### src/hw/msi_timer_pkg.sv
// Package: offsets, field positions, reset values for the config group
package msi_timer_pkg;
    localparam logic [7:0]  OFS_MSG_CTRL    = 8'h4C;
    localparam logic [7:0]  OFS_ADDR_LO     = 8'h50;
    localparam logic [7:0]  OFS_ADDR_HI     = 8'h54;
    localparam logic [7:0]  OFS_PAYLOAD     = 8'h58;
    localparam logic [7:0]  OFS_VENDOR_CAP  = 8'h64;
    localparam logic [7:0]  OFS_SCRATCH0    = 8'h68;
    localparam logic [7:0]  OFS_SCRATCH1    = 8'h6C;
    localparam logic [7:0]  OFS_TIMER_OVR   = 8'h70;
    localparam logic [7:0]  MSI_CAP_ID      = 8'h05;
    localparam logic [7:0]  MSI_NEXT_PTR    = 8'h64;
    localparam logic [7:0]  VND_CAP_ID      = 8'h09;
    localparam logic [7:0]  VND_NEXT_PTR    = 8'hB0;
    localparam logic [15:0] VND_LENGTH      = 16'h0034;
    localparam logic [2:0]  MM_CAPABLE      = 3'h2;
    localparam int          BIT_MSI_EN      = 16;
    localparam int          BIT_ADDR64      = 23;
    localparam int          BIT_REPLAY_EN   = 12;
    localparam int          BIT_PM_DIS      = 13;
    localparam int          BIT_MSI_DIS     = 14;
    localparam int          BIT_ACK_EN      = 30;
    localparam logic [31:0] RST_SCRATCH0    = 32'h0400_1060;
    localparam logic [31:0] RST_SCRATCH1    = 32'h0000_0800;
    localparam logic [31:0] RST_ZERO        = 32'h0000_0000;
    localparam logic [31:0] RST_TIMER_OVR   = 32'h0000_0000;
    localparam logic [31:0] MASK_ADDR_LO    = 32'hFFFF_FFFC;
    localparam logic [31:0] MASK_PAYLOAD    = 32'h0000_FFFF;
    localparam logic [31:0] MASK_TIMER_OVR  = 32'h7FFF_7FFF;
    localparam logic [31:0] MASK_TIMER_RW   = MASK_TIMER_OVR & ~32'h0000_6000;
endpackage : msi_timer_pkg

### src/hw/cfg_word_reg.sv
// Byte-enabled configuration word with preload port
module cfg_word_reg
    import msi_timer_pkg::*;
#(
    parameter logic [31:0] RESET_VAL = 32'h0000_0000,
    parameter logic [31:0] WR_MASK   = 32'hFFFF_FFFF
) (
    // Clock and reset
    input  wire logic        clk,
    input  wire logic        resetn,
    // Host write
    input  wire logic        wrEn,
    input  wire logic [3:0]  byteEn,
    input  wire logic [31:0] wrData,
    // Preload of defaults
    input  wire logic        loadEn,
    input  wire logic [31:0] loadData,
    // Value
    output logic      [31:0] value
);
    logic [31:0] value_ff;
    logic [31:0] nxt_value;
    logic [31:0] laneMask;

    genvar g;
    generate
        for (g = 0; g < 4; g++) begin : g_lane
            assign laneMask[8*g +: 8] = {8{byteEn[g]}};
        end
    endgenerate

    assign nxt_value = loadEn ? loadData :
                       wrEn ? ((value_ff & ~(laneMask & WR_MASK)) |
                               (wrData & laneMask & WR_MASK)) : value_ff;

    always_ff @(posedge clk or negedge resetn) begin
        if (!resetn) begin
            value_ff <= RESET_VAL;
        end else begin
            value_ff <= nxt_value;
        end
    end

    assign value = value_ff;
endmodule : cfg_word_reg

### src/hw/msi_and_link_timer_config_regs.sv
// Interrupt-message capability, vendor header, scratch and timer overrides
//
// Overview of operation
// - Enable clear: no interrupt message requested
// - Enable set with the message-disable override bit clear: messages allowed, legacy pin silenced
// - 64-bit address capable bit reads one
// - Address low dword aligned, low bits zero
// - Upper address used only with 64-bit
// - Vendor header identifier reads 09h
// - Vendor next pointer reads B0h
// - Vendor length field reads 0034h
// - Scratch zero read-write, resets 0400_1060h
// - Scratch one read-write, resets 0000_0800h
// - User replay time-out, 12 bits writable
// - Replay override enable selects user value
// - User ack latency, 14 bits writable
// - Ack override enable selects user value
// - Timer override word reloadable from SMBus or EEPROM
// - Interrupt-message capability identifier reads 05h
module msi_and_link_timer_config_regs
    import msi_timer_pkg::*;
(
    // Clock and reset
    input  wire logic        clk,
    input  wire logic        resetn,
    // Configuration request port
    input  wire logic        cfgRead,
    input  wire logic        cfgWrite,
    input  wire logic [7:0]  cfgAddr,
    input  wire logic [3:0]  cfgByteEn,
    input  wire logic [31:0] cfgWrData,
    output logic      [31:0] cfgRdData,
    output logic             cfgRdValid,
    output logic             cfgHit,
    // Default preload from SMBus or EEPROM
    input  wire logic        preloadEn,
    input  wire logic [31:0] preloadTimerOvr,
    // Interrupt request from the port
    input  wire logic        intRequest,
    input  wire logic [4:0]  intVector,
    // Interrupt message towards the link
    output logic             msgWrValid,
    output logic      [63:0] msgWrAddr,
    output logic      [31:0] msgWrData,
    output logic             msgWrAddr64,
    output logic             legacyIntAssert,
    // Link-layer timer overrides
    output logic      [11:0] replayUserValue,
    output logic             replayUserSel,
    output logic      [13:0] ackUserValue,
    output logic             ackUserSel,
    // Capability list steering
    output logic             pmCapPresent,
    output logic             msiCapPresent
);
    // ==================================================================
    // Decode
    function automatic logic hit(input logic [7:0] a, input logic [7:0] o);
        hit = (a[7:2] == o[7:2]);
    endfunction : hit

    logic wrCtrl, wrLo, wrHi, wrPay, wrS0, wrS1, wrTmr;
    assign wrCtrl = cfgWrite && hit(cfgAddr, OFS_MSG_CTRL);
    assign wrLo   = cfgWrite && hit(cfgAddr, OFS_ADDR_LO);
    assign wrHi   = cfgWrite && hit(cfgAddr, OFS_ADDR_HI);
    assign wrPay  = cfgWrite && hit(cfgAddr, OFS_PAYLOAD);
    assign wrS0   = cfgWrite && hit(cfgAddr, OFS_SCRATCH0);
    assign wrS1   = cfgWrite && hit(cfgAddr, OFS_SCRATCH1);
    assign wrTmr  = cfgWrite && hit(cfgAddr, OFS_TIMER_OVR);

    // ==================================================================
    // Storage
    logic [31:0] addrLo, addrHi, payload, scratch0, scratch1, timerOvr;

    cfg_word_reg #(.RESET_VAL(RST_ZERO), .WR_MASK(MASK_ADDR_LO)) u_lo (
        .clk(clk), .resetn(resetn), .wrEn(wrLo), .byteEn(cfgByteEn),
        .wrData(cfgWrData), .loadEn(1'b0), .loadData(RST_ZERO),
        .value(addrLo));
    cfg_word_reg #(.RESET_VAL(RST_ZERO)) u_hi (
        .clk(clk), .resetn(resetn), .wrEn(wrHi), .byteEn(cfgByteEn),
        .wrData(cfgWrData), .loadEn(1'b0), .loadData(RST_ZERO),
        .value(addrHi));
    cfg_word_reg #(.RESET_VAL(RST_ZERO), .WR_MASK(MASK_PAYLOAD)) u_pay (
        .clk(clk), .resetn(resetn), .wrEn(wrPay), .byteEn(cfgByteEn),
        .wrData(cfgWrData), .loadEn(1'b0), .loadData(RST_ZERO),
        .value(payload));
    cfg_word_reg #(.RESET_VAL(RST_SCRATCH0)) u_s0 (
        .clk(clk), .resetn(resetn), .wrEn(wrS0), .byteEn(cfgByteEn),
        .wrData(cfgWrData), .loadEn(1'b0), .loadData(RST_ZERO),
        .value(scratch0));
    cfg_word_reg #(.RESET_VAL(RST_SCRATCH1)) u_s1 (
        .clk(clk), .resetn(resetn), .wrEn(wrS1), .byteEn(cfgByteEn),
        .wrData(cfgWrData), .loadEn(1'b0), .loadData(RST_ZERO),
        .value(scratch1));
    cfg_word_reg #(.RESET_VAL(RST_TIMER_OVR), .WR_MASK(MASK_TIMER_RW)) u_tmr (
        .clk(clk), .resetn(resetn), .wrEn(wrTmr), .byteEn(cfgByteEn),
        .wrData(cfgWrData), .loadEn(preloadEn),
        .loadData(preloadTimerOvr & MASK_TIMER_OVR),
        .value(timerOvr));

    // Message control: enable and granted message count
    logic       msiEn_ff;
    logic [2:0] mmEnable_ff;
    always_ff @(posedge clk or negedge resetn) begin
        if (!resetn) begin
            msiEn_ff    <= 1'b0;
            mmEnable_ff <= 3'h0;
        end else if (wrCtrl && cfgByteEn[2]) begin
            msiEn_ff    <= cfgWrData[BIT_MSI_EN];
            mmEnable_ff <= cfgWrData[22:20];
        end
    end

    // ==================================================================
    // Read mux
    logic [31:0] ctrlWord, vendorWord, rdMux;
    logic        rdHit;
    assign ctrlWord = {8'h00, 1'b1, mmEnable_ff, MM_CAPABLE, msiEn_ff,
                       MSI_NEXT_PTR, MSI_CAP_ID};
    assign vendorWord = {VND_LENGTH, VND_NEXT_PTR, VND_CAP_ID};

    always_comb begin
        rdMux = 32'h0000_0000;
        rdHit = 1'b1;
        case (cfgAddr[7:2])
            OFS_MSG_CTRL[7:2]:   rdMux = ctrlWord;
            OFS_ADDR_LO[7:2]:    rdMux = addrLo;
            OFS_ADDR_HI[7:2]:    rdMux = addrHi;
            OFS_PAYLOAD[7:2]:    rdMux = payload;
            OFS_VENDOR_CAP[7:2]: rdMux = vendorWord;
            OFS_SCRATCH0[7:2]:   rdMux = scratch0;
            OFS_SCRATCH1[7:2]:   rdMux = scratch1;
            OFS_TIMER_OVR[7:2]:  rdMux = timerOvr;
            default:             rdHit = 1'b0;
        endcase
    end

    // ==================================================================
    // Interrupt message generation
    logic [4:0] vecMask;
    logic       msiCapOn;
    logic       sendMsg;
    assign vecMask  = 5'((6'h01 << mmEnable_ff) - 6'h01);
    assign msiCapOn = !timerOvr[BIT_MSI_DIS];
    assign sendMsg  = intRequest && msiEn_ff && msiCapOn;

    logic        rdValid_ff, hit_ff, msgValid_ff, legacy_ff, msgAddr64_ff;
    logic [31:0] rdData_ff, msgData_ff;
    logic [63:0] msgAddr_ff;
    always_ff @(posedge clk or negedge resetn) begin
        if (!resetn) begin
            rdValid_ff  <= 1'b0;
            hit_ff      <= 1'b0;
            rdData_ff   <= 32'h0000_0000;
            msgValid_ff <= 1'b0;
            msgAddr_ff  <= 64'h0000_0000_0000_0000;
            msgData_ff  <= 32'h0000_0000;
            legacy_ff   <= 1'b0;
            msgAddr64_ff <= 1'b0;
        end else begin
            rdValid_ff  <= cfgRead;
            hit_ff      <= (cfgRead || cfgWrite) && rdHit;
            rdData_ff   <= cfgRead ? rdMux : 32'h0000_0000;
            msgValid_ff <= sendMsg;
            if (sendMsg) begin
                msgAddr_ff <= {(addrHi != 32'h0) ? addrHi : 32'h0,
                               addrLo[31:2], 2'b00};
                msgAddr64_ff <= (addrHi != 32'h0000_0000);
                msgData_ff <= {16'h0000, payload[15:5],
                               (payload[4:0] & ~vecMask) |
                               (intVector & vecMask)};
            end
            legacy_ff <= intRequest && !(msiEn_ff && msiCapOn);
        end
    end

    // ==================================================================
    // Outputs
    logic [31:0] tmr_ff;
    logic        pmPresent_ff, msiPresent_ff;
    always_ff @(posedge clk or negedge resetn) begin
        if (!resetn) begin
            tmr_ff        <= RST_TIMER_OVR;
            pmPresent_ff  <= 1'b1;
            msiPresent_ff <= 1'b1;
        end else begin
            tmr_ff        <= timerOvr;
            pmPresent_ff  <= !timerOvr[BIT_PM_DIS];
            msiPresent_ff <= msiCapOn;
        end
    end

    assign cfgRdData       = rdData_ff;
    assign cfgRdValid      = rdValid_ff;
    assign cfgHit          = hit_ff;
    assign msgWrValid      = msgValid_ff;
    assign msgWrAddr       = msgAddr_ff;
    assign msgWrData       = msgData_ff;
    assign msgWrAddr64     = msgAddr64_ff;
    assign legacyIntAssert = legacy_ff;
    assign replayUserValue = tmr_ff[11:0];
    assign replayUserSel   = tmr_ff[BIT_REPLAY_EN];
    assign ackUserValue    = tmr_ff[29:16];
    assign ackUserSel      = tmr_ff[BIT_ACK_EN];
    assign pmCapPresent    = pmPresent_ff;
    assign msiCapPresent   = msiPresent_ff;

    // ==================================================================
    // Assertions
    a_no_msg_disabled: assert property (
        @(posedge clk) disable iff (!resetn)
        !msiEn_ff |=> !msgWrValid)
        else $error("message sent while disabled");
    a_legacy_silent: assert property (
        @(posedge clk) disable iff (!resetn)
        (msiEn_ff && msiCapOn) |=> !legacyIntAssert)
        else $error("legacy pin while messaging");
    a_msg_enabled: assert property (
        @(posedge clk) disable iff (!resetn)
        (intRequest && msiEn_ff && msiCapOn) |=> msgWrValid)
        else $error("message not sent while enabled");
    a_addr64_bit: assert property (
        @(posedge clk) disable iff (!resetn)
        (cfgRead && hit(cfgAddr, OFS_MSG_CTRL)) |=> cfgRdData[BIT_ADDR64])
        else $error("address width bit not read as one");
    a_addr_aligned: assert property (
        @(posedge clk) disable iff (!resetn)
        msgWrValid |-> (msgWrAddr[1:0] == 2'h0 &&
            msgWrAddr[31:2] == $past(addrLo[31:2])))
        else $error("message address low wrong");
    a_addr_low_read: assert property (
        @(posedge clk) disable iff (!resetn)
        (cfgRead && hit(cfgAddr, OFS_ADDR_LO)) |=> cfgRdData[1:0] == 2'h0)
        else $error("address low reserved bits not zero");
    a_addr_high_used: assert property (
        @(posedge clk) disable iff (!resetn)
        msgWrValid |-> (msgWrAddr[63:32] == $past(addrHi) &&
            msgWrAddr64 == ($past(addrHi) != 32'h0000_0000)))
        else $error("message address high wrong");
    a_vendor_header: assert property (
        @(posedge clk) disable iff (!resetn)
        (cfgRead && hit(cfgAddr, OFS_VENDOR_CAP)) |=>
            cfgRdData == 32'h0034_B009)
        else $error("vendor header wrong");
    a_vendor_next: assert property (
        @(posedge clk) disable iff (!resetn)
        (cfgRead && hit(cfgAddr, OFS_VENDOR_CAP)) |=>
            cfgRdData[15:8] == VND_NEXT_PTR)
        else $error("vendor next pointer wrong");
    a_vendor_length: assert property (
        @(posedge clk) disable iff (!resetn)
        (cfgRead && hit(cfgAddr, OFS_VENDOR_CAP)) |=>
            cfgRdData[31:16] == VND_LENGTH)
        else $error("vendor length wrong");
    a_scratch_write: assert property (
        @(posedge clk) disable iff (!resetn)
        (wrS0 && cfgByteEn == 4'hF) |=> scratch0 == $past(cfgWrData))
        else $error("scratch zero not written");
    a_scratch1_write: assert property (
        @(posedge clk) disable iff (!resetn)
        (wrS1 && cfgByteEn == 4'hF) |=> scratch1 == $past(cfgWrData))
        else $error("scratch one not written");
    a_replay_value: assert property (
        @(posedge clk) disable iff (!resetn)
        (wrTmr && cfgByteEn[1:0] == 2'h3 && !preloadEn) |=>
            ##1 replayUserValue == $past(cfgWrData[11:0], 2))
        else $error("replay user value not applied");
    a_timer_follow: assert property (
        @(posedge clk) disable iff (!resetn)
        ##1 replayUserSel == $past(timerOvr[BIT_REPLAY_EN]))
        else $error("replay select lag wrong");
    a_ack_value: assert property (
        @(posedge clk) disable iff (!resetn)
        (wrTmr && cfgByteEn[3:2] == 2'h3 && !preloadEn) |=>
            ##1 ackUserValue == $past(cfgWrData[29:16], 2))
        else $error("ack user value not applied");
    a_ack_select: assert property (
        @(posedge clk) disable iff (!resetn)
        (wrTmr && cfgByteEn[3] && !preloadEn) |=>
            ##1 ackUserSel == $past(cfgWrData[BIT_ACK_EN], 2))
        else $error("ack select not applied");
    a_preload_wins: assert property (
        @(posedge clk) disable iff (!resetn)
        preloadEn |=> ##1 ackUserValue == $past(preloadTimerOvr[29:16], 2))
        else $error("preload not applied");
    a_ro_flags_kept: assert property (
        @(posedge clk) disable iff (!resetn)
        (wrTmr && !preloadEn) |=> timerOvr[14:13] == $past(timerOvr[14:13]))
        else $error("disable flags changed by host write");
    a_msi_cap_id: assert property (
        @(posedge clk) disable iff (!resetn)
        (cfgRead && hit(cfgAddr, OFS_MSG_CTRL)) |=>
            cfgRdData[7:0] == MSI_CAP_ID)
        else $error("message capability identifier wrong");
    a_vector_mask: assert property (
        @(posedge clk) disable iff (!resetn)
        msgWrValid |-> ((msgWrData[4:0] ^ $past(payload[4:0]))
            >> $past(mmEnable_ff)) == 5'h00)
        else $error("vector bits beyond granted count");
    a_payload_upper: assert property (
        @(posedge clk) disable iff (!resetn)
        msgWrValid |-> (msgWrData[31:16] == 16'h0000 &&
            msgWrData[15:5] == $past(payload[15:5])))
        else $error("payload not sent as written");
    a_payload_read: assert property (
        @(posedge clk) disable iff (!resetn)
        (cfgRead && hit(cfgAddr, OFS_PAYLOAD)) |=>
            cfgRdData[31:16] == 16'h0000)
        else $error("payload upper half not zero");
    a_msg_cap_off: assert property (
        @(posedge clk) disable iff (!resetn)
        timerOvr[BIT_MSI_DIS] |=> !msgWrValid)
        else $error("message sent with capability removed");
    a_pm_presence: assert property (
        @(posedge clk) disable iff (!resetn)
        ##1 pmCapPresent == !$past(timerOvr[BIT_PM_DIS]))
        else $error("power capability presence lag wrong");
endmodule : msi_and_link_timer_config_regs

### config.mk
export PLATFORM = sky130hd
export DESIGN_NAME = msi_and_link_timer_config_regs
export DESIGN_NICKNAME = d
export VERILOG_FILES = /design/src/hw/msi_timer_pkg.sv /design/src/hw/cfg_word_reg.sv /design/src/hw/msi_and_link_timer_config_regs.sv
export SDC_FILE = /design/constraint.sdc
export NUM_CORES = 1
export LEC_CHECK = 0
export CORE_MARGIN = 3
export CORE_UTILIZATION = 33
export CTS_BUF_LIST = sky130_fd_sc_hd__clkbuf_4 sky130_fd_sc_hd__clkbuf_8
export CTS_CLUSTER_SIZE = 25
export DETAILED_ROUTE_END_ITERATION = 16
export DONT_BUFFER_PORTS = 1
export GPL_ROUTABILITY_DRIVEN = 0
export GPL_TIMING_DRIVEN = 0
export HOLD_SLACK_MARGIN = 0.1
export SETUP_SLACK_MARGIN = 0.2
export SLEW_MARGIN = 20
export SYNTH_ARGS = -nofsm -noshare
export SYNTH_HDL_FRONTEND = slang
export SYNTH_SLANG_ARGS = --single-unit
### constraint.sdc
create_clock -name clk -period 3.9 [get_ports clk]
set_input_delay 0.39 -clock clk [delete_from_list [all_inputs] [get_ports clk]]
set_output_delay 0.39 -clock clk [all_outputs]
set_load 0.05 [all_outputs]
==> impl_metrics.json <==
{
  "post-route-period-util_pct": 62.8,
  "syn_area_per_cell_um2": 12.0,
  "clock-sinks": 321,
  "die_height_um": 207,
  "reg2reg_to": "msgWrAddr[31]$_DFFE_PN0P_",
  "tns_ns": 0,
  "arrival_ns": 2.99,
  "postCtsHoldBufs": 82,
  "hold_class": "in -> async",
  "finClkSkew_ns": 0.0313,
  "drtPass1Iterations": 7,
  "rsz0062_at_grt": "false",
  "required_ns": 4.44,
  "synth_common_cells": "314 x dfrtp_1, 286 x nand2_1, 154 x mux2_2",
  "clk_latency_ns": 0.64,
  "grt_pass1_wl_um": 65800,
  "status": "finished with violations",
  "area_delta_synth_final_pct": 20.9,
  "yosysWarningCount": 0,
  "vias": 9389,
  "synthArstFlopShare_pct": 100,
  "grt_max_degree": 322,
  "io_pins": 250,
  "drc": 0,
  "die_w_um": 207,
  "path_class": "reg -> reg",
  "crit_end": "msgWrAddr[31]$_DFFE_PN0P_",
  "htree_levels": 2,
  "yosysMostFrequentCell": "dfrtp_1",
  "grt_pass1_vias": 9706,
  "synth_top_cell_area_share_pct": 58.8,
  "nNetsFinal": 1357,
  "antenna_found_initial": 5,
  "design.die.area_um2": 43000,
  "synth_seq_cells": 321,
  "cap_violations": 0,
  "final_cells": 1841,
  "cts_root_buffer": "clkbuf_8",
  "fin_crit_ns": 2.45,
  "endpoint_kind": "flop",
  "max_freq_mhz": 408,
  "power_density_nw_per_um2": 507,
  "viasPerCell": 5.10,
  "drtAntennaViolNets": 0,
  "wl_um": 44900,
  "hold_viol": 318,
  "setup_viol": 0,
  "postSynthCellCount": 1115,
  "grt_usage_pct": 20.4,
  "grt-ovfl-total": 0,
  "drv_slew": 0,
  "routedWlPerCell_um": 24.4,
  "synth_edf_count": 0,
  "cts_buffer_depth": 3,
  "r2r_start": "u_tmr.value[14]$_DFFE_PN0P_",
  "drive_above_1_share_pct": 26.0,
  "rrSetupSlack_ns": 1.45,
  "numCtsBuffers": 54,
  "cts.reportedPaths.clkPinSlew_ns": 0.06,
  "violations": "negative hold slack",
  "slew_headroom_pct": 28.5,
  "synth-seq-area-share_pct": 60.1,
  "drt_iter0_drc": 727,
  "setup.worst_path.start": "u_tmr.value[14]$_DFFE_PN0P_",
  "yosys-top-cells-area": "dfrtp_1 59%, mux2_2 13%, nand2_1 8.0%, a22oi_1 2.5%, mux2i_1 2.2%",
  "start_util_pct": 33.5,
  "dpl.cell_count": 1657,
  "p_leak_nw": 7.79,
  "core_um2": 39900,
  "synth_area_um2": 13400,
  "ys_types": 56,
  "cts_tree": "yes",
  "synth_area_leader_cell": "dfrtp_1",
  "dp_hpwl_um": 31200,
  "cp-start-kind": "flop",
  "placementRows": 73,
  "port_buffers": 0,
  "whs_ns": -0.542,
  "r2r_cells": 6,
  "worst_pin_slew_ns": 1.07,
  "synth-main-ff-cell": "dfrtp_1",
  "vdd_ir_drop_max_mv": 0.302,
  "critPathMaxFanout": 10
}
-- registers in the layout (all words and copies together), names as in the netlist, 3 cells and up --
register and flops:
u_s0.value 32, u_s1.value 32, msgWrAddr 62, u_tmr.value 30
u_pay.value 16, msgWrData 16, u_hi.value 32, tmr_ff 28
u_lo.value 30, cfgRdData 32, mmEnable_ff 3
-- power by group --
group	switching, mW	internal [mW]	total, mW
clock	1.43	1.99	3.42
sequential	0.578	3.58	4.16
combinational	0.312	0.295	0.607
-- how the worst min path moves through the flow --
stage	to	slack, ns	cells after the start
5_1_grt	tmr_ff[16]$_DFF_PN0_	-0.59	0
6_report	tmr_ff[16]$_DFF_PN0_	-0.54	0
3_5_place_dp	tmr_ff[22]$_DFF_PN0_	0.10	0
3_3_place_gp	u_tmr.value[22]$_DFFE_PN0P_	0.10	0
4_1_cts	tmr_ff[22]$_DFF_PN0_	-0.60	0
2_1_floorplan	cfgHit$_DFF_PN0_	0.09	0
-- cells in the final DEF (no fill, tap or decap), types with 10 or more instances in the layout --
| master | Yosys | routed |
|---|---|---|
| conb_1 | 1 | 18 |
| mux2_2 | 154 | 154 |
| clkbuf_4 | 0 | 18 |
| o21ai_0 | 37 | 37 |
| buf_4 | 22 | 22 |
| o2bb2ai_1 | 10 | 10 |
| mux2_4 | 16 | 16 |
| clkbuf_8 | 0 | 67 |
| nand2_1 | 286 | 286 |
| dfrtp_1 | 314 | 314 |
| buf_2 | 17 | 17 |
| a22oi_1 | 44 | 44 |
| clkbuf_1 | 29 | 29 |
| a21oi_1 | 25 | 25 |
| nor2_2 | 10 | 10 |
| mux2i_1 | 30 | 30 |
| dlygate4sd3_1 | 0 | 82 |
-- cell type report --
type	count	area (um2)
diodes	2	5.00
plain buffers	77	425
clock buffers	85	1060
clock inverters	15	184
fillers	3853	23800
inverters	3	11.3
multi-input cells	731	4950
flip-flops and latches	321	8040
well taps	525	657
repair buffers	82	821
-- critical path, stage by stage, from the launching register on --
cell	delay [ns]
dfrtp_1	0.42
nand3b_1	0.32
inv_1	0.17
clkbuf_1	0.69
clkbuf_1	0.52
nand2_1	0.16
nand2_1	0.10
-- logic make-up (layout without fill, tap and decap cells) --
kind of cell / Yosys count / after routing / synth area share [%]
DFF: 321 / 321 / 60.1
AOI/OAI and AO/OA: 156 / 156 / 7.92
and+or+nand+nor: 353 / 353 / 11.3
other: 1 / 20 / 0.0280
muxes: 201 / 201 / 17.1
buffers and inverters: 80 / 262 / 3.27
xor gates and xnor gates: 2 / 2 / 0.131
adders and majority gates: 1 / 1 / 0.0749
-- timing repair --
item / 4_1_cts / 5_1_grt
setup buffers: 0 / 0
resized for setup: 0 / 0
hold endpoints to repair: 508 / 321
-- per-layer routing --
metal / share of wire [%] / global-route usage (%) / vias to the layer above / routed length, um
li1: - / - / 4178 / -
met3: 9.3 / 7.56 / 83 / 4180
met5: 0.051 / 0 / - / 23
met2: 47 / 32.4 / 343 / 21200
met1: 41 / 26.6 / 4779 / 18500
met4: 2.2 / 4.99 / 6 / 981
-- through the flow --
step / util, % / area [um2] / power [mW] / setup slack (ns)
floorplan: - / 13400 / 4.52 / 2.15
global placement: 35.3 / 14100 / 4.70 / 1.44
detailed placement: 35.3 / 14100 / 4.73 / 1.46
CTS: 40.5 / 16200 / 8.27 / 1.42
global route: 40.5 / 16200 / 8.50 / 1.33
finish: 40.5 / 16200 / 8.19 / 1.45
Note: power is estimated with default switching activity, not from simulation.
